$ cat config.mk
export PLATFORM = sky130hd
export DESIGN_NAME = ptb_target_port
export DESIGN_NICKNAME = d
export VERILOG_FILES = /design/src/hw/ptb_pkg.sv /design/src/hw/ptb_wbuf.sv /design/src/hw/ptb_target_port.sv
export SDC_FILE = /design/constraint.sdc
export NUM_CORES = 1
export LEC_CHECK = 0
export BUFFER_PORTS_ARGS = -buffer_cell sky130_fd_sc_hd__buf_2
export CAP_MARGIN = 20
export CORE_ASPECT_RATIO = 0.5
export CORE_MARGIN = 1.5
export CORE_UTILIZATION = 50
export DETAILED_ROUTE_END_ITERATION = 6
export GPL_TIMING_DRIVEN = 0
export PLACE_DENSITY = 0.7
export SYNTH_ARGS = -nofsm -noshare
export SYNTH_HDL_FRONTEND = slang
export SYNTH_SLANG_ARGS = --single-unit
$ cat constraint.sdc
create_clock -name core_clk -period 12 [get_ports core_clk]
set_clock_uncertainty 0.05 [all_clocks]
set_input_delay 2.4 -clock core_clk [delete_from_list [all_inputs] [get_ports core_clk]]
set_output_delay 2.4 -clock core_clk [all_outputs]
set_load 0.1 [all_outputs]
$ cat src/hw/ptb_pkg.sv
// What this block does
// - on region hit latch address, raise attention on a read; raise burst flag on burst
// - region, direction and lane status stay valid while attention is low
// - region index output carries the binary number of the hit region
// - direction output stays low for a bus read, add-on writes the port
// - lane status outputs all low for a full 32-bit access
// - write strobe edge captures add-on data; ready on same edge completes
// - ready high at an edge stretches the current data phase
// - on reads initiator wait states drop attention; it returns when they end
// - same behaviour whether write strobe stays low or drops with ready
// - burst flag drops when burst ends; later port writes are discarded
// - after final phase attention and burst drop; new access a clock later
// - read attention rises as soon as a hit frame is seen; write attention once a phase is buffered
// - first read phase needs ready by 15th edge after attention, else stop
// - on reads target ready goes out one clock after add-on ready
// - first two bus write phases are always accepted at once
// - later burst phases need ready within eight edges, else stop
// - after stop burst flag drops, other status held until attention ends
// - after stop on a read exactly one more write, its ready ends access
// - on writes attention stays until both buffers are read and readied
// - no new access until both write buffers are empty
// - 16-bit mode drives only low 16 address bits on address read
package ptb_pkg;
  localparam logic [6:0]  PT_DATA_OFS   = 7'h2c;
  localparam logic [31:0] PT_BASE       = 32'h8000_0000;
  localparam int          PT_WIN_LSB    = 12;
  localparam int          PT_REG_LSB    = 10;
  localparam logic [3:0]  FIRST_LIMIT   = 4'hf;
  localparam logic [3:0]  NEXT_LIMIT    = 4'h8;
  localparam logic [3:0]  LANES_IDLE_N  = 4'hf;
  localparam logic [1:0]  PHASES_FREE   = 2'h2;
  localparam logic [31:0] ZERO_WORD     = 32'h0000_0000;
  localparam logic [15:0] ZERO_HALF     = 16'h0000;

  typedef enum logic [1:0] {
    ST_IDLE,
    ST_READ,
    ST_WRITE,
    ST_DONE
  } ptb_st_e;

  function automatic logic ptb_hit(input logic [31:0] a);
    ptb_hit = (a[31:PT_WIN_LSB] == PT_BASE[31:PT_WIN_LSB]);
  endfunction

  function automatic logic ptb_is_port(input logic       sel_n,
                                       input logic [6:2] adr);
    ptb_is_port = !sel_n && (adr == PT_DATA_OFS[6:2]);
  endfunction
endpackage

$ cat src/hw/ptb_wbuf.sv
`timescale 1ns/1ps
module ptb_wbuf (
  input  wire logic        core_clk,
  input  wire logic        sys_rst,
  input  wire logic        push,
  input  wire logic [31:0] push_data,
  input  wire logic        pop,
  output logic [31:0]      head_data,
  output logic             empty,
  output logic             full
);
  import ptb_pkg::*;

  typedef struct packed {
    logic [1:0][31:0] mem;
    logic             wp;
    logic             rp;
    logic [1:0]       cnt;
    logic [31:0]      head;
  } ptb_wbuf_s;

  ptb_wbuf_s q_r;
  ptb_wbuf_s q_nxt;

  always_comb begin
    q_nxt = q_r;
    if (push && (q_r.cnt != PHASES_FREE)) begin
      q_nxt.mem[q_r.wp] = push_data;
      q_nxt.wp = ~q_r.wp;
    end
    if (pop && (q_r.cnt != 2'h0)) begin
      q_nxt.rp = ~q_r.rp;
    end
    q_nxt.cnt = q_r.cnt
              + {1'b0, push && (q_r.cnt != PHASES_FREE)}
              - {1'b0, pop && (q_r.cnt != 2'h0)};
    // head is registered so the port read data come straight from a flop
    q_nxt.head = q_nxt.mem[q_nxt.rp];
  end

  always_ff @(posedge core_clk or posedge sys_rst) begin
    if (sys_rst) begin
      q_r <= '0;
    end else begin
      q_r <= q_nxt;
    end
  end

  assign head_data = q_r.head;
  assign empty     = (q_r.cnt == 2'h0);
  assign full      = (q_r.cnt == PHASES_FREE);
endmodule

$ cat src/hw/ptb_target_port.sv
`timescale 1ns/1ps
module ptb_target_port (
  input  wire logic        core_clk,
  input  wire logic        sys_rst,
  input  wire logic        pci_frame_n,
  input  wire logic        pci_irdy_n,
  input  wire logic [31:0] pci_ad_in,
  input  wire logic [3:0]  pci_cbe_n,
  output logic [31:0]      pci_ad_out,
  output logic             pci_ad_oe,
  output logic             pci_trdy_n,
  output logic             pci_stop_n,
  input  wire logic        mode_16,
  input  wire logic        addon_sel_n,
  input  wire logic [6:2]  addon_adr,
  input  wire logic        addon_wr_n,
  input  wire logic        addon_rd_n,
  input  wire logic        addon_ready_n,
  input  wire logic        latched_addr_read_n,
  input  wire logic [31:0] addon_dq_in,
  output logic [31:0]      addon_dq_out,
  output logic             addon_dq_oe,
  output logic             passthru_attention_n,
  output logic             burst_flag_n,
  output logic [1:0]       region_index,
  output logic             xfer_direction,
  output logic [3:0]       pending_byte_lanes_n
);
  import ptb_pkg::*;

  typedef struct packed {
    ptb_st_e     st;
    logic        frame_m;
    logic        frame_s;
    logic        frame_d;
    logic        irdy_m;
    logic        irdy_s;
    logic [31:0] ad_m;
    logic [31:0] ad_s;
    logic [3:0]  cbe_m;
    logic [3:0]  cbe_s;
    logic [31:0] addr;
    logic [1:0]  region;
    logic        dir;
    logic [3:0]  lanes_n;
    logic        attn_n;
    logic        burst_n;
    logic        first;
    logic        retry;
    logic        bus_done;
    logic [1:0]  taken;
    logic [3:0]  wcnt;
    logic [2:0]  gap;
    logic [31:0] rdat;
    logic        trdy_n;
    logic        stop_n;
    logic [31:0] ad_out;
    logic        ad_oe;
    logic [31:0] dq_out;
    logic        dq_oe;
  } ptb_port_s;

  ptb_port_s q_r;
  ptb_port_s q_nxt;

  logic        buf_push;
  logic [31:0] buf_head;
  logic        buf_empty;
  logic        buf_full;
  logic        buf_pop;
  logic        port_wr;
  logic        port_rd;
  logic        ready;
  logic        new_frame;
  logic [3:0]  limit;

  assign port_wr   = ptb_is_port(addon_sel_n, addon_adr) && !addon_wr_n;
  assign port_rd   = ptb_is_port(addon_sel_n, addon_adr) && !addon_rd_n;
  // ready only counts while attention is low, so a stray ready is harmless
  assign ready     = !addon_ready_n && !q_r.attn_n;
  assign new_frame = q_r.frame_d && !q_r.frame_s;
  assign limit     = q_r.first ? FIRST_LIMIT : NEXT_LIMIT;
  assign buf_pop   = (q_r.st == ST_WRITE) && ready;
  // the initiator sees target ready three clocks late through the syncs,
  // so one phase stays on the bus that long and must not be taken twice
  assign buf_push  = (q_r.st == ST_WRITE) && !q_r.irdy_s && !q_r.bus_done
                   && !q_r.retry && !buf_full && (q_r.gap == 3'h0);

  ptb_wbuf u_wbuf (
    .core_clk  (core_clk),
    .sys_rst   (sys_rst),
    .push      (buf_push),
    .push_data (q_r.ad_s),
    .pop       (buf_pop),
    .head_data (buf_head),
    .empty     (buf_empty),
    .full      (buf_full)
  );

  always_comb begin
    q_nxt = q_r;
    // pins pass two flops; the second stage is looked at, and for frame also a third
    q_nxt.frame_m = pci_frame_n;
    q_nxt.frame_s = q_r.frame_m;
    q_nxt.frame_d = q_r.frame_s;
    q_nxt.irdy_m  = pci_irdy_n;
    q_nxt.irdy_s  = q_r.irdy_m;
    q_nxt.ad_m    = pci_ad_in;
    q_nxt.ad_s    = q_r.ad_m;
    q_nxt.cbe_m   = pci_cbe_n;
    q_nxt.cbe_s   = q_r.cbe_m;
    q_nxt.trdy_n  = 1'b1;
    q_nxt.gap     = {q_r.gap[1:0], buf_push};
    if (q_r.frame_s && q_r.irdy_s) begin
      q_nxt.stop_n = 1'b1;
    end

    case (q_r.st)
      ST_IDLE: begin
        q_nxt.attn_n  = 1'b1;
        q_nxt.burst_n = 1'b1;
        q_nxt.ad_oe   = 1'b0;
        if (new_frame && ptb_hit(q_r.ad_s)) begin
          q_nxt.addr     = q_r.ad_s;
          q_nxt.region   = q_r.ad_s[PT_REG_LSB +: 2];
          q_nxt.dir      = q_r.cbe_s[0];
          q_nxt.attn_n   = q_r.cbe_s[0];
          q_nxt.lanes_n  = LANES_IDLE_N;
          q_nxt.first    = 1'b1;
          q_nxt.retry    = 1'b0;
          q_nxt.bus_done = 1'b0;
          q_nxt.taken    = 2'h0;
          q_nxt.wcnt     = 4'h0;
          q_nxt.st       = q_r.cbe_s[0] ? ST_WRITE : ST_READ;
        end
      end

      ST_READ: begin
        if (!q_r.irdy_s) begin
          q_nxt.lanes_n = q_r.cbe_s;
        end
        // a stop leaves attention up so the add-on can finish one word
        q_nxt.attn_n  = q_r.irdy_s && !q_r.retry;
        q_nxt.burst_n = q_r.retry || q_r.frame_s
                      || (q_r.first && q_r.irdy_s);
        if (port_wr && !q_r.attn_n) begin
          q_nxt.rdat = addon_dq_in;
        end
        if (ready) begin
          q_nxt.trdy_n = q_r.retry;
          q_nxt.ad_out = q_nxt.rdat;
          q_nxt.ad_oe  = 1'b1;
          q_nxt.first  = 1'b0;
          q_nxt.wcnt   = 4'h0;
          if (q_r.retry || q_r.frame_s) begin
            q_nxt.attn_n  = 1'b1;
            q_nxt.burst_n = 1'b1;
            q_nxt.st      = ST_DONE;
          end
        end else if (!q_r.retry) begin
          // ready on the limit edge itself is still in time
          if (q_r.wcnt == limit - 4'h1) begin
            q_nxt.stop_n  = 1'b0;
            q_nxt.retry   = 1'b1;
            q_nxt.burst_n = 1'b1;
          end else begin
            q_nxt.wcnt = q_r.wcnt + 4'h1;
          end
        end
      end

      ST_WRITE: begin
        q_nxt.ad_oe   = 1'b0;
        q_nxt.attn_n  = buf_empty && !buf_push;
        q_nxt.burst_n = q_r.retry || q_r.frame_s || q_r.bus_done;
        if (buf_push) begin
          q_nxt.lanes_n = q_r.cbe_s;
          q_nxt.trdy_n  = 1'b0;
          q_nxt.wcnt    = 4'h0;
          q_nxt.first   = 1'b0;
          if (q_r.taken != PHASES_FREE) begin
            q_nxt.taken = q_r.taken + 2'h1;
          end
          if (q_r.frame_s) begin
            q_nxt.bus_done = 1'b1;
          end
        end else if (!q_r.irdy_s && !q_r.bus_done && !q_r.retry) begin
          // the buffer is only full after two taken phases
          if (q_r.taken == PHASES_FREE && q_r.wcnt == NEXT_LIMIT - 4'h1) begin
            q_nxt.stop_n  = 1'b0;
            q_nxt.retry   = 1'b1;
            q_nxt.burst_n = 1'b1;
          end else begin
            q_nxt.wcnt = q_r.wcnt + 4'h1;
          end
        end
        if ((q_r.bus_done || q_r.retry) && buf_empty && !buf_push) begin
          q_nxt.attn_n  = 1'b1;
          q_nxt.burst_n = 1'b1;
          q_nxt.st      = ST_DONE;
        end
      end

      ST_DONE: begin
        q_nxt.attn_n  = 1'b1;
        q_nxt.burst_n = 1'b1;
        q_nxt.ad_oe   = 1'b0;
        q_nxt.st      = ST_IDLE;
      end

      default: begin
        q_nxt.st = ST_IDLE;
      end
    endcase

    // add-on read side: latched address first, then the data port
    q_nxt.dq_oe  = 1'b0;
    q_nxt.dq_out = ZERO_WORD;
    if (!latched_addr_read_n) begin
      q_nxt.dq_oe  = 1'b1;
      q_nxt.dq_out = mode_16 ? {ZERO_HALF, q_r.addr[15:0]} : q_r.addr;
    end else if (port_rd) begin
      q_nxt.dq_oe  = 1'b1;
      q_nxt.dq_out = buf_head;
    end
  end

  always_ff @(posedge core_clk or posedge sys_rst) begin
    if (sys_rst) begin
      q_r         <= '0;
      q_r.st      <= ST_IDLE;
      q_r.frame_m <= 1'b1;
      q_r.frame_s <= 1'b1;
      q_r.frame_d <= 1'b1;
      q_r.irdy_m  <= 1'b1;
      q_r.irdy_s  <= 1'b1;
      q_r.lanes_n <= LANES_IDLE_N;
      q_r.attn_n  <= 1'b1;
      q_r.burst_n <= 1'b1;
      q_r.trdy_n  <= 1'b1;
      q_r.stop_n  <= 1'b1;
    end else begin
      q_r <= q_nxt;
    end
  end

  assign pci_ad_out           = q_r.ad_out;
  assign pci_ad_oe            = q_r.ad_oe;
  assign pci_trdy_n           = q_r.trdy_n;
  assign pci_stop_n           = q_r.stop_n;
  assign addon_dq_out         = q_r.dq_out;
  assign addon_dq_oe          = q_r.dq_oe;
  assign passthru_attention_n = q_r.attn_n;
  assign burst_flag_n         = q_r.burst_n;
  assign region_index         = q_r.region;
  assign xfer_direction       = q_r.dir;
  assign pending_byte_lanes_n = q_r.lanes_n;

  a_status_hold: assert property (@(posedge core_clk) disable iff (sys_rst)
    !q_r.attn_n && !q_nxt.attn_n && q_r.st == q_nxt.st
      |=> $stable(region_index) && $stable(xfer_direction))
    else $error("status changed while attention held");

  a_read_dir: assert property (@(posedge core_clk) disable iff (sys_rst)
    q_r.st == ST_READ |-> !xfer_direction)
    else $error("direction high during read");

  a_trdy_follow: assert property (@(posedge core_clk) disable iff (sys_rst)
    q_r.st == ST_READ && ready && !q_r.retry |=> !pci_trdy_n)
    else $error("target ready not one clock after add-on ready");

  a_trdy_cause: assert property (@(posedge core_clk) disable iff (sys_rst)
    !pci_trdy_n |-> $past(ready) || $past(buf_push))
    else $error("target ready without cause");

  a_attn_wait: assert property (@(posedge core_clk) disable iff (sys_rst)
    q_r.st == ST_READ && q_r.irdy_s && !q_r.retry && !ready
      |=> passthru_attention_n)
    else $error("attention held during initiator wait");

  a_first_limit: assert property (@(posedge core_clk) disable iff (sys_rst)
    q_r.st == ST_IDLE && q_nxt.st == ST_READ ##1
      (addon_ready_n && q_r.st == ST_READ) [*8] ##1
      (addon_ready_n && q_r.st == ST_READ) [*8]
      |-> q_r.retry)
    else $error("no stop after first phase limit");

  a_stop_burst: assert property (@(posedge core_clk) disable iff (sys_rst)
    $fell(pci_stop_n) |-> burst_flag_n && q_r.retry)
    else $error("burst flag held after stop");

  a_done_gap: assert property (@(posedge core_clk) disable iff (sys_rst)
    q_r.st == ST_DONE |-> passthru_attention_n && burst_flag_n
      ##1 q_r.st == ST_IDLE)
    else $error("completion gap wrong");

  a_write_first: assert property (@(posedge core_clk) disable iff (sys_rst)
    q_r.st == ST_WRITE && q_r.taken != PHASES_FREE |-> q_r.retry == 1'b0)
    else $error("stop before two write phases");

  a_write_empty: assert property (@(posedge core_clk) disable iff (sys_rst)
    q_r.st == ST_WRITE && q_nxt.st == ST_DONE |-> buf_empty)
    else $error("write access ended with buffered data");

  a_addr16: assert property (@(posedge core_clk) disable iff (sys_rst)
    !latched_addr_read_n && mode_16
      |=> addon_dq_oe && addon_dq_out[31:16] == ZERO_HALF)
    else $error("upper address bits driven in 16-bit mode");
endmodule

# Word level (Yosys, flattened, before mapping)
# Cells that the tools add are included.
[word_totals]
ram_bits = 0
rom_bits = 0
n_memories = 0
latch_bits = 0
wordCells = 193
ff_bits = 332
[classes]
mul = 0
div_mod_pow = 0
mux = 65
n_lt_le_gt_ge = 3
addsub = 5
eq_ne = 27
shifts = 0
reduce_logical = 56
n_bitwise = 2
[op_table]
columns = ["operator", "n"]
rows = [
  ["$mux 32", 5],
  ["$mux 33", 2],
  ["$mux 65", 1],
  ["$bwmux 64", 1],
  ["$demux 32 s1", 1],
  ["$mux 4", 8],
  ["$mux 1", 27],
  ["$logic_and 1x1->1", 25],
  ["$pmux 4 s3", 2],
  ["$eq 20x20->1 const B", 1],
  ["$ne 2x2->1 const B", 10],
  ["$reduce_and 4->1", 5],
  ["$mux 2", 8],
  ["$pmux 2 s4", 2],
  ["$reduce_and 6->1", 2],
  ["$logic_not 1->1", 11],
  ["$mux 9", 1],
  ["$ne 3x3->1 const B", 3],
  ["$eq 2x2->1 const B", 4],
  ["$ne 2x1->1 const B", 4],
  ["$mux 3", 2],
  ["$pmux 2 s3", 1],
  ["$pmux 3 s2", 1],
  ["$eq 5x4->1 const B", 1],
  ["22 further kinds", 30],
]

# Depth between registers and ports, before layout
[logic_depth]
word_depth = 10
ltp_mapped = 10
mapped_depth_nobuf = 9

# Modules after synthesis
# From an unflattened synthesis, not the netlist that was laid out.
[unflattened]
cells_unflattened = 1140
area_unflattened_um2 = 13681.9
[by_module_without_submodules]
columns = ["module", "cells_per_inst", "n_inst", "area_per_inst_um2"]
rows = [
  ["ptb_target_port", 731, 1, 8962.3],
  ["ptb_wbuf", 409, 1, 4719.5],
]

# Worst setup path after synthesis
# No wires, ideal clock.
[synth_path]
path_kind = "input to register"
start = "input addon_ready_n"
end = "register u_wbuf.q_r (netlist bit u_wbuf.head_data[6])"
stages = 7
setup_time_ns = 0.066
setup_slack_ns = 8.015
required_time_ns = 11.884
t_arrival_ns = 3.869
cell_sequence = "or2_0 > clkbuf_1 > or3_1 > a22oi_1 > buf_2 > a32oi_1 > nand2_1"
[synth_rtl]
columns = ["item", "line_no", "rtl"]
rows = [
  ["from (decl)", "ptb_target_port.sv:18", "input wire logic addon_ready_n,"],
  ["to (signal assigned)", "ptb_wbuf.sv:45", "q_r <= q_nxt;"],
  ["to (decl)", "ptb_wbuf.sv:22", "ptb_wbuf_s q_r;"],
]

==> results by stage <==
Status:
- The flow ran to the end, and the final reports show no timing, DRC or antenna violations.

Global routing:
- For this run, global-route usage on met1 was measured as 0.309.
- The via count of the first global-routing pass was between 9000 and 10000.
- The initial antenna violation count was 0.
- The layer flagged by global routing as most heavily used is met2.
- The leftover overflow at the end of global routing is 0.
- For this run, the total global-route usage over all layers was measured as 0.215.
- The largest net degree at the start of global routing is 118.
- The global-route met3 utilization is 0.0443.
- In the global route stage, met2 resource usage came out at 0.334.
- The global-route wire length before repair is 47100 µm.

Synthesis:
- After synthesis the cells add up to 13200 µm².
- After synthesis, the most frequently instantiated cells are dfrtp_1, mux2_2, nand2_1.
- In the synthesized netlist the dominant register cell turns out to be dfrtp_1.
- The cell with the most instances after synthesis is dfrtp_1.
- When the netlist entered floorplanning its net count stood at 1162.
- Yosys mapped the design onto 62 distinct sky130hd cell types.
- The share of the Yosys chip area taken by registers is 0.626.
- The Yosys step of the flow raised 0 warnings.
- The area share of the largest cell type after synthesis is 0.600.
- The synthesized design contains 0 enable-type register cells.
- By area the synthesized netlist is led by dfrtp_1, mux2_2, buf_4, nand2_1, dfstp_2.
- The largest area contributor in the netlist is dfrtp_1.
- Synthesis inferred 330 register bits.
- The fraction of registers with async set/reset is 1.00.
- After technology mapping, the gate count stands at ~1100.
- The synthesized area per cell is between 10 and 15 µm².

Setup path:
- Data on the critical path arrives at its endpoint at 4.75 ns.
- Along the worst path, the maximum fanout reaches 10.
- The required time at the endpoint of the critical path is 12.37 ns.
- The worst setup path is captured at a register.
- The category of the worst setup path launch point is a primary input.
- The critical path in this run is classified as primary input to register.

Clock network:
- The CTS tree is yes.
- The post-CTS repair timing setup buffer count is 0.
- Once the clock tree was built, the resizer swapped 0 gates to a different size.
- The master cell of the clock root buffer is clkbuf_16.
- CTS built an H-tree with a depth of 1.
- The CTS buffer count is 29.
- The insertion delay to the later sink of the worst-skew pair is approximately 0.57 ns.
- Clock-pin slew was measured on the worst setup and hold paths at about 0.060 ns.
- After clock tree synthesis, the flow added hold-fix buffers numbering 0.
- The number of sinks driven by the clock tree is 330.
- The maximum root-to-sink buffer count is 3.

Timing:
- The number of pins exceeding their max-slew limit in the final report is 0.
- In the final timing run, aggregate negative setup slack is 0 ns.
- Setup repair after global routing left no endpoint under its margin.
- The count of endpoints failing hold in the final timing report was 0.
- The final setup violation count is 0.
- The highest clock rate is 0.228 GHz.
- The tightest hold path in the finished design has a slack of ~0.30 ns.
- Dividing the final minimum period by the clock period gives 0.365.
- After layout, the minimum clock period comes to 4.38 ns.
- The transition time at the pin with the least slew margin is 0.773 ns.
- The worst pin sits at a relative slew slack of 0.480.

Floorplan:
- The placeable core region is between 20000 and 30000 µm².
- The floorplan has 41 rows.
- The effective utilization at floorplan is 0.516.
- The die is roughly 120 µm tall.
- The die covers 27500 µm².
- For this design the top-level I/O count stands at 160.
- The overall die width is 233 µm.

Place:
- The final weighted congestion of routability-driven global placement is 0.897.
- The total instance count after detailed placement is around 1600.
- The total half-perimeter wirelength after legalization and detailed placement is between 20000 and 25000 µm.
- Port buffering added 158 buffers.

Run:
- Across the run, the number of max-cap violations was 0.

Worst hold path:
- The min-delay analysis places its worst path in the category register to register.

Layout:
- For this run, the post-layout net count is approximately 1400.
- The area taken by flip-flops and latches is 8270 µm².
- The filler cell count is about 2000.
- In the final layout, the share of cells above drive strength 1 is 0.319.
- The relative area change from synthesis to final layout is 16.7%.
- The area used by multi-input combinational logic is 4060 µm².
- Once layout is complete, the cells apart from fillers number 1629.

Detailed routing:
- The remaining antenna violation count is 0.
- The total detailed-routing wirelength is 28800 µm.
- The total via count after detailed routing is 8934.
- In this run, the number of DRC markers left after iteration 0 of detailed routing was 661.
- The detail-routed net length per standard cell is 17.7 µm.
- Using the TritonRoute via totals, the vias-per-cell ratio works out to 5.48.
- The first detailed-routing pass took 7 iterations.
- In the routed design, unresolved DRC markers number 0.

Pwr:
- Power comes to about 4.0 mW.
- VDD sags by at most 134 µV.
- The power per unit of standard cell area is approximately 260 nW/µm².
- The leakage component of the power is 7.37 nW.
## metrics by stage
| step | cell area (µm²) | setup WS [ns] | util |
|---|---|---|---|
| 5_1_grt | 15400 | 7.47 | 0.603 |
| 4_1_cts | 15400 | 7.72 | 0.603 |
| 6_report | 15400 | 7.62 | 0.603 |
| 2_1_floorplan | 13200 | 0.432 | - |
| 3_3_place_gp | 14400 | -2.39 | 0.564 |
| 3_5_place_dp | 14500 | 7.15 | 0.567 |
## cell usage in the layout, fill, tap and decap left out, types with 3 or more instances in the layout
| master | instances |
|---|---|
| inv_1 | 29 |
| clkbuf_1 | 51 |
| nand3_1 | 50 |
| or3_1 | 4 |
| mux2i_1 | 19 |
| ha_1 | 8 |
| o21ai_0 | 40 |
| a21oi_1 | 7 |
| dfrtp_1 | 317 |
| o2bb2ai_1 | 3 |
| a32oi_1 | 17 |
| clkinv_2 | 5 |
| nor4_1 | 4 |
| buf_4 | 70 |
| buf_2 | 167 |
| o221ai_1 | 32 |
| a22oi_1 | 18 |
| nor3_1 | 6 |
| clkbuf_8 | 5 |
| mux2_2 | 103 |
| clkbuf_16 | 29 |
| and2_1 | 19 |
| nand2b_1 | 3 |
| nor2_1 | 50 |
| nand2_1 | 100 |
| a211o_1 | 3 |
| buf_1 | 8 |
| a31oi_1 | 36 |
| a22o_1 | 16 |
| inv_6 | 3 |
| dfstp_2 | 13 |
## power breakdown
part	total [mW]	switching, mW	internal [mW]
Clock	0.904	0.403	0.501
Sequential	1.54	0.156	1.39
Combinational	1.55	1.05	0.495
Total	3.99	1.61	2.38
## sequential cells by signal, summed over array words and instances (netlist names)
register,flops
pending_byte_lanes_n,4
addon_dq_out,32
pci_ad_out,32
passthru_attention_n,1
burst_flag_n,1
addon_dq_oe,1
u_wbuf.q_r,68
xfer_direction,1
pci_ad_oe,1
q_r,114
pci_trdy_n,1
pci_stop_n,1
q_nxt,41
u_wbuf.head_data,32
## worst paths after layout
check	start	endpoint	slack [ns]	cells past startpoint
max	addon_ready_n	u_wbuf.head_data[29]	7.62	8
min	q_nxt[177]	q_r[177]	0.30	0
min reg2reg	q_nxt[177]	q_r[177]	0.30	0
max reg2reg	q_r[180]	q_r[122]	8.71	7
min in group asynchronous	sys_rst	pci_ad_out[2]	1.95	2
max in group asynchronous	sys_rst	burst_flag_n	8.50	4
## routing by layer
metal  routed length [µm]  share of wire  up-vias
met5                    0              0        -
met4                  585          0.020        0
met3                 1590          0.055       44
met2                13200           0.46      249
met1                13500           0.47     4536
li1                     -              -     4105
## critical path, stage by stage
cell and delay (ns):
buf_2 0.11, or2_0 0.21, clkbuf_1 0.20, o21a_1 0.25, o21ai_1 0.54, clkbuf_1 0.50, o221ai_1 0.21, a22oi_1 0.32
## layout make-up
type                    count  area share
diodes                      1    0.000162
plain buffers             130      0.0494
clock buffers              42      0.0534
clock inverters            11     0.00633
inverters                  32     0.00827
multi-input cells         579       0.263
flip-flops and latches    330       0.536
well taps                 344      0.0279
repair buffers            160      0.0548
## logic make-up (layout without fill, tap and decap cells)
kind of cell	Yosys count	after routing	share of synthesized area
flops	330	330	0.626
simple gates	257	257	0.0914
compound gates	189	189	0.103
buf+inv	162	375	0.0667
mux	122	122	0.102
fa+ha+maj	8	8	0.00757
xor+xnor	3	3	0.00303
other cells	0	1	0
Power figures use the tool's default switching activity.
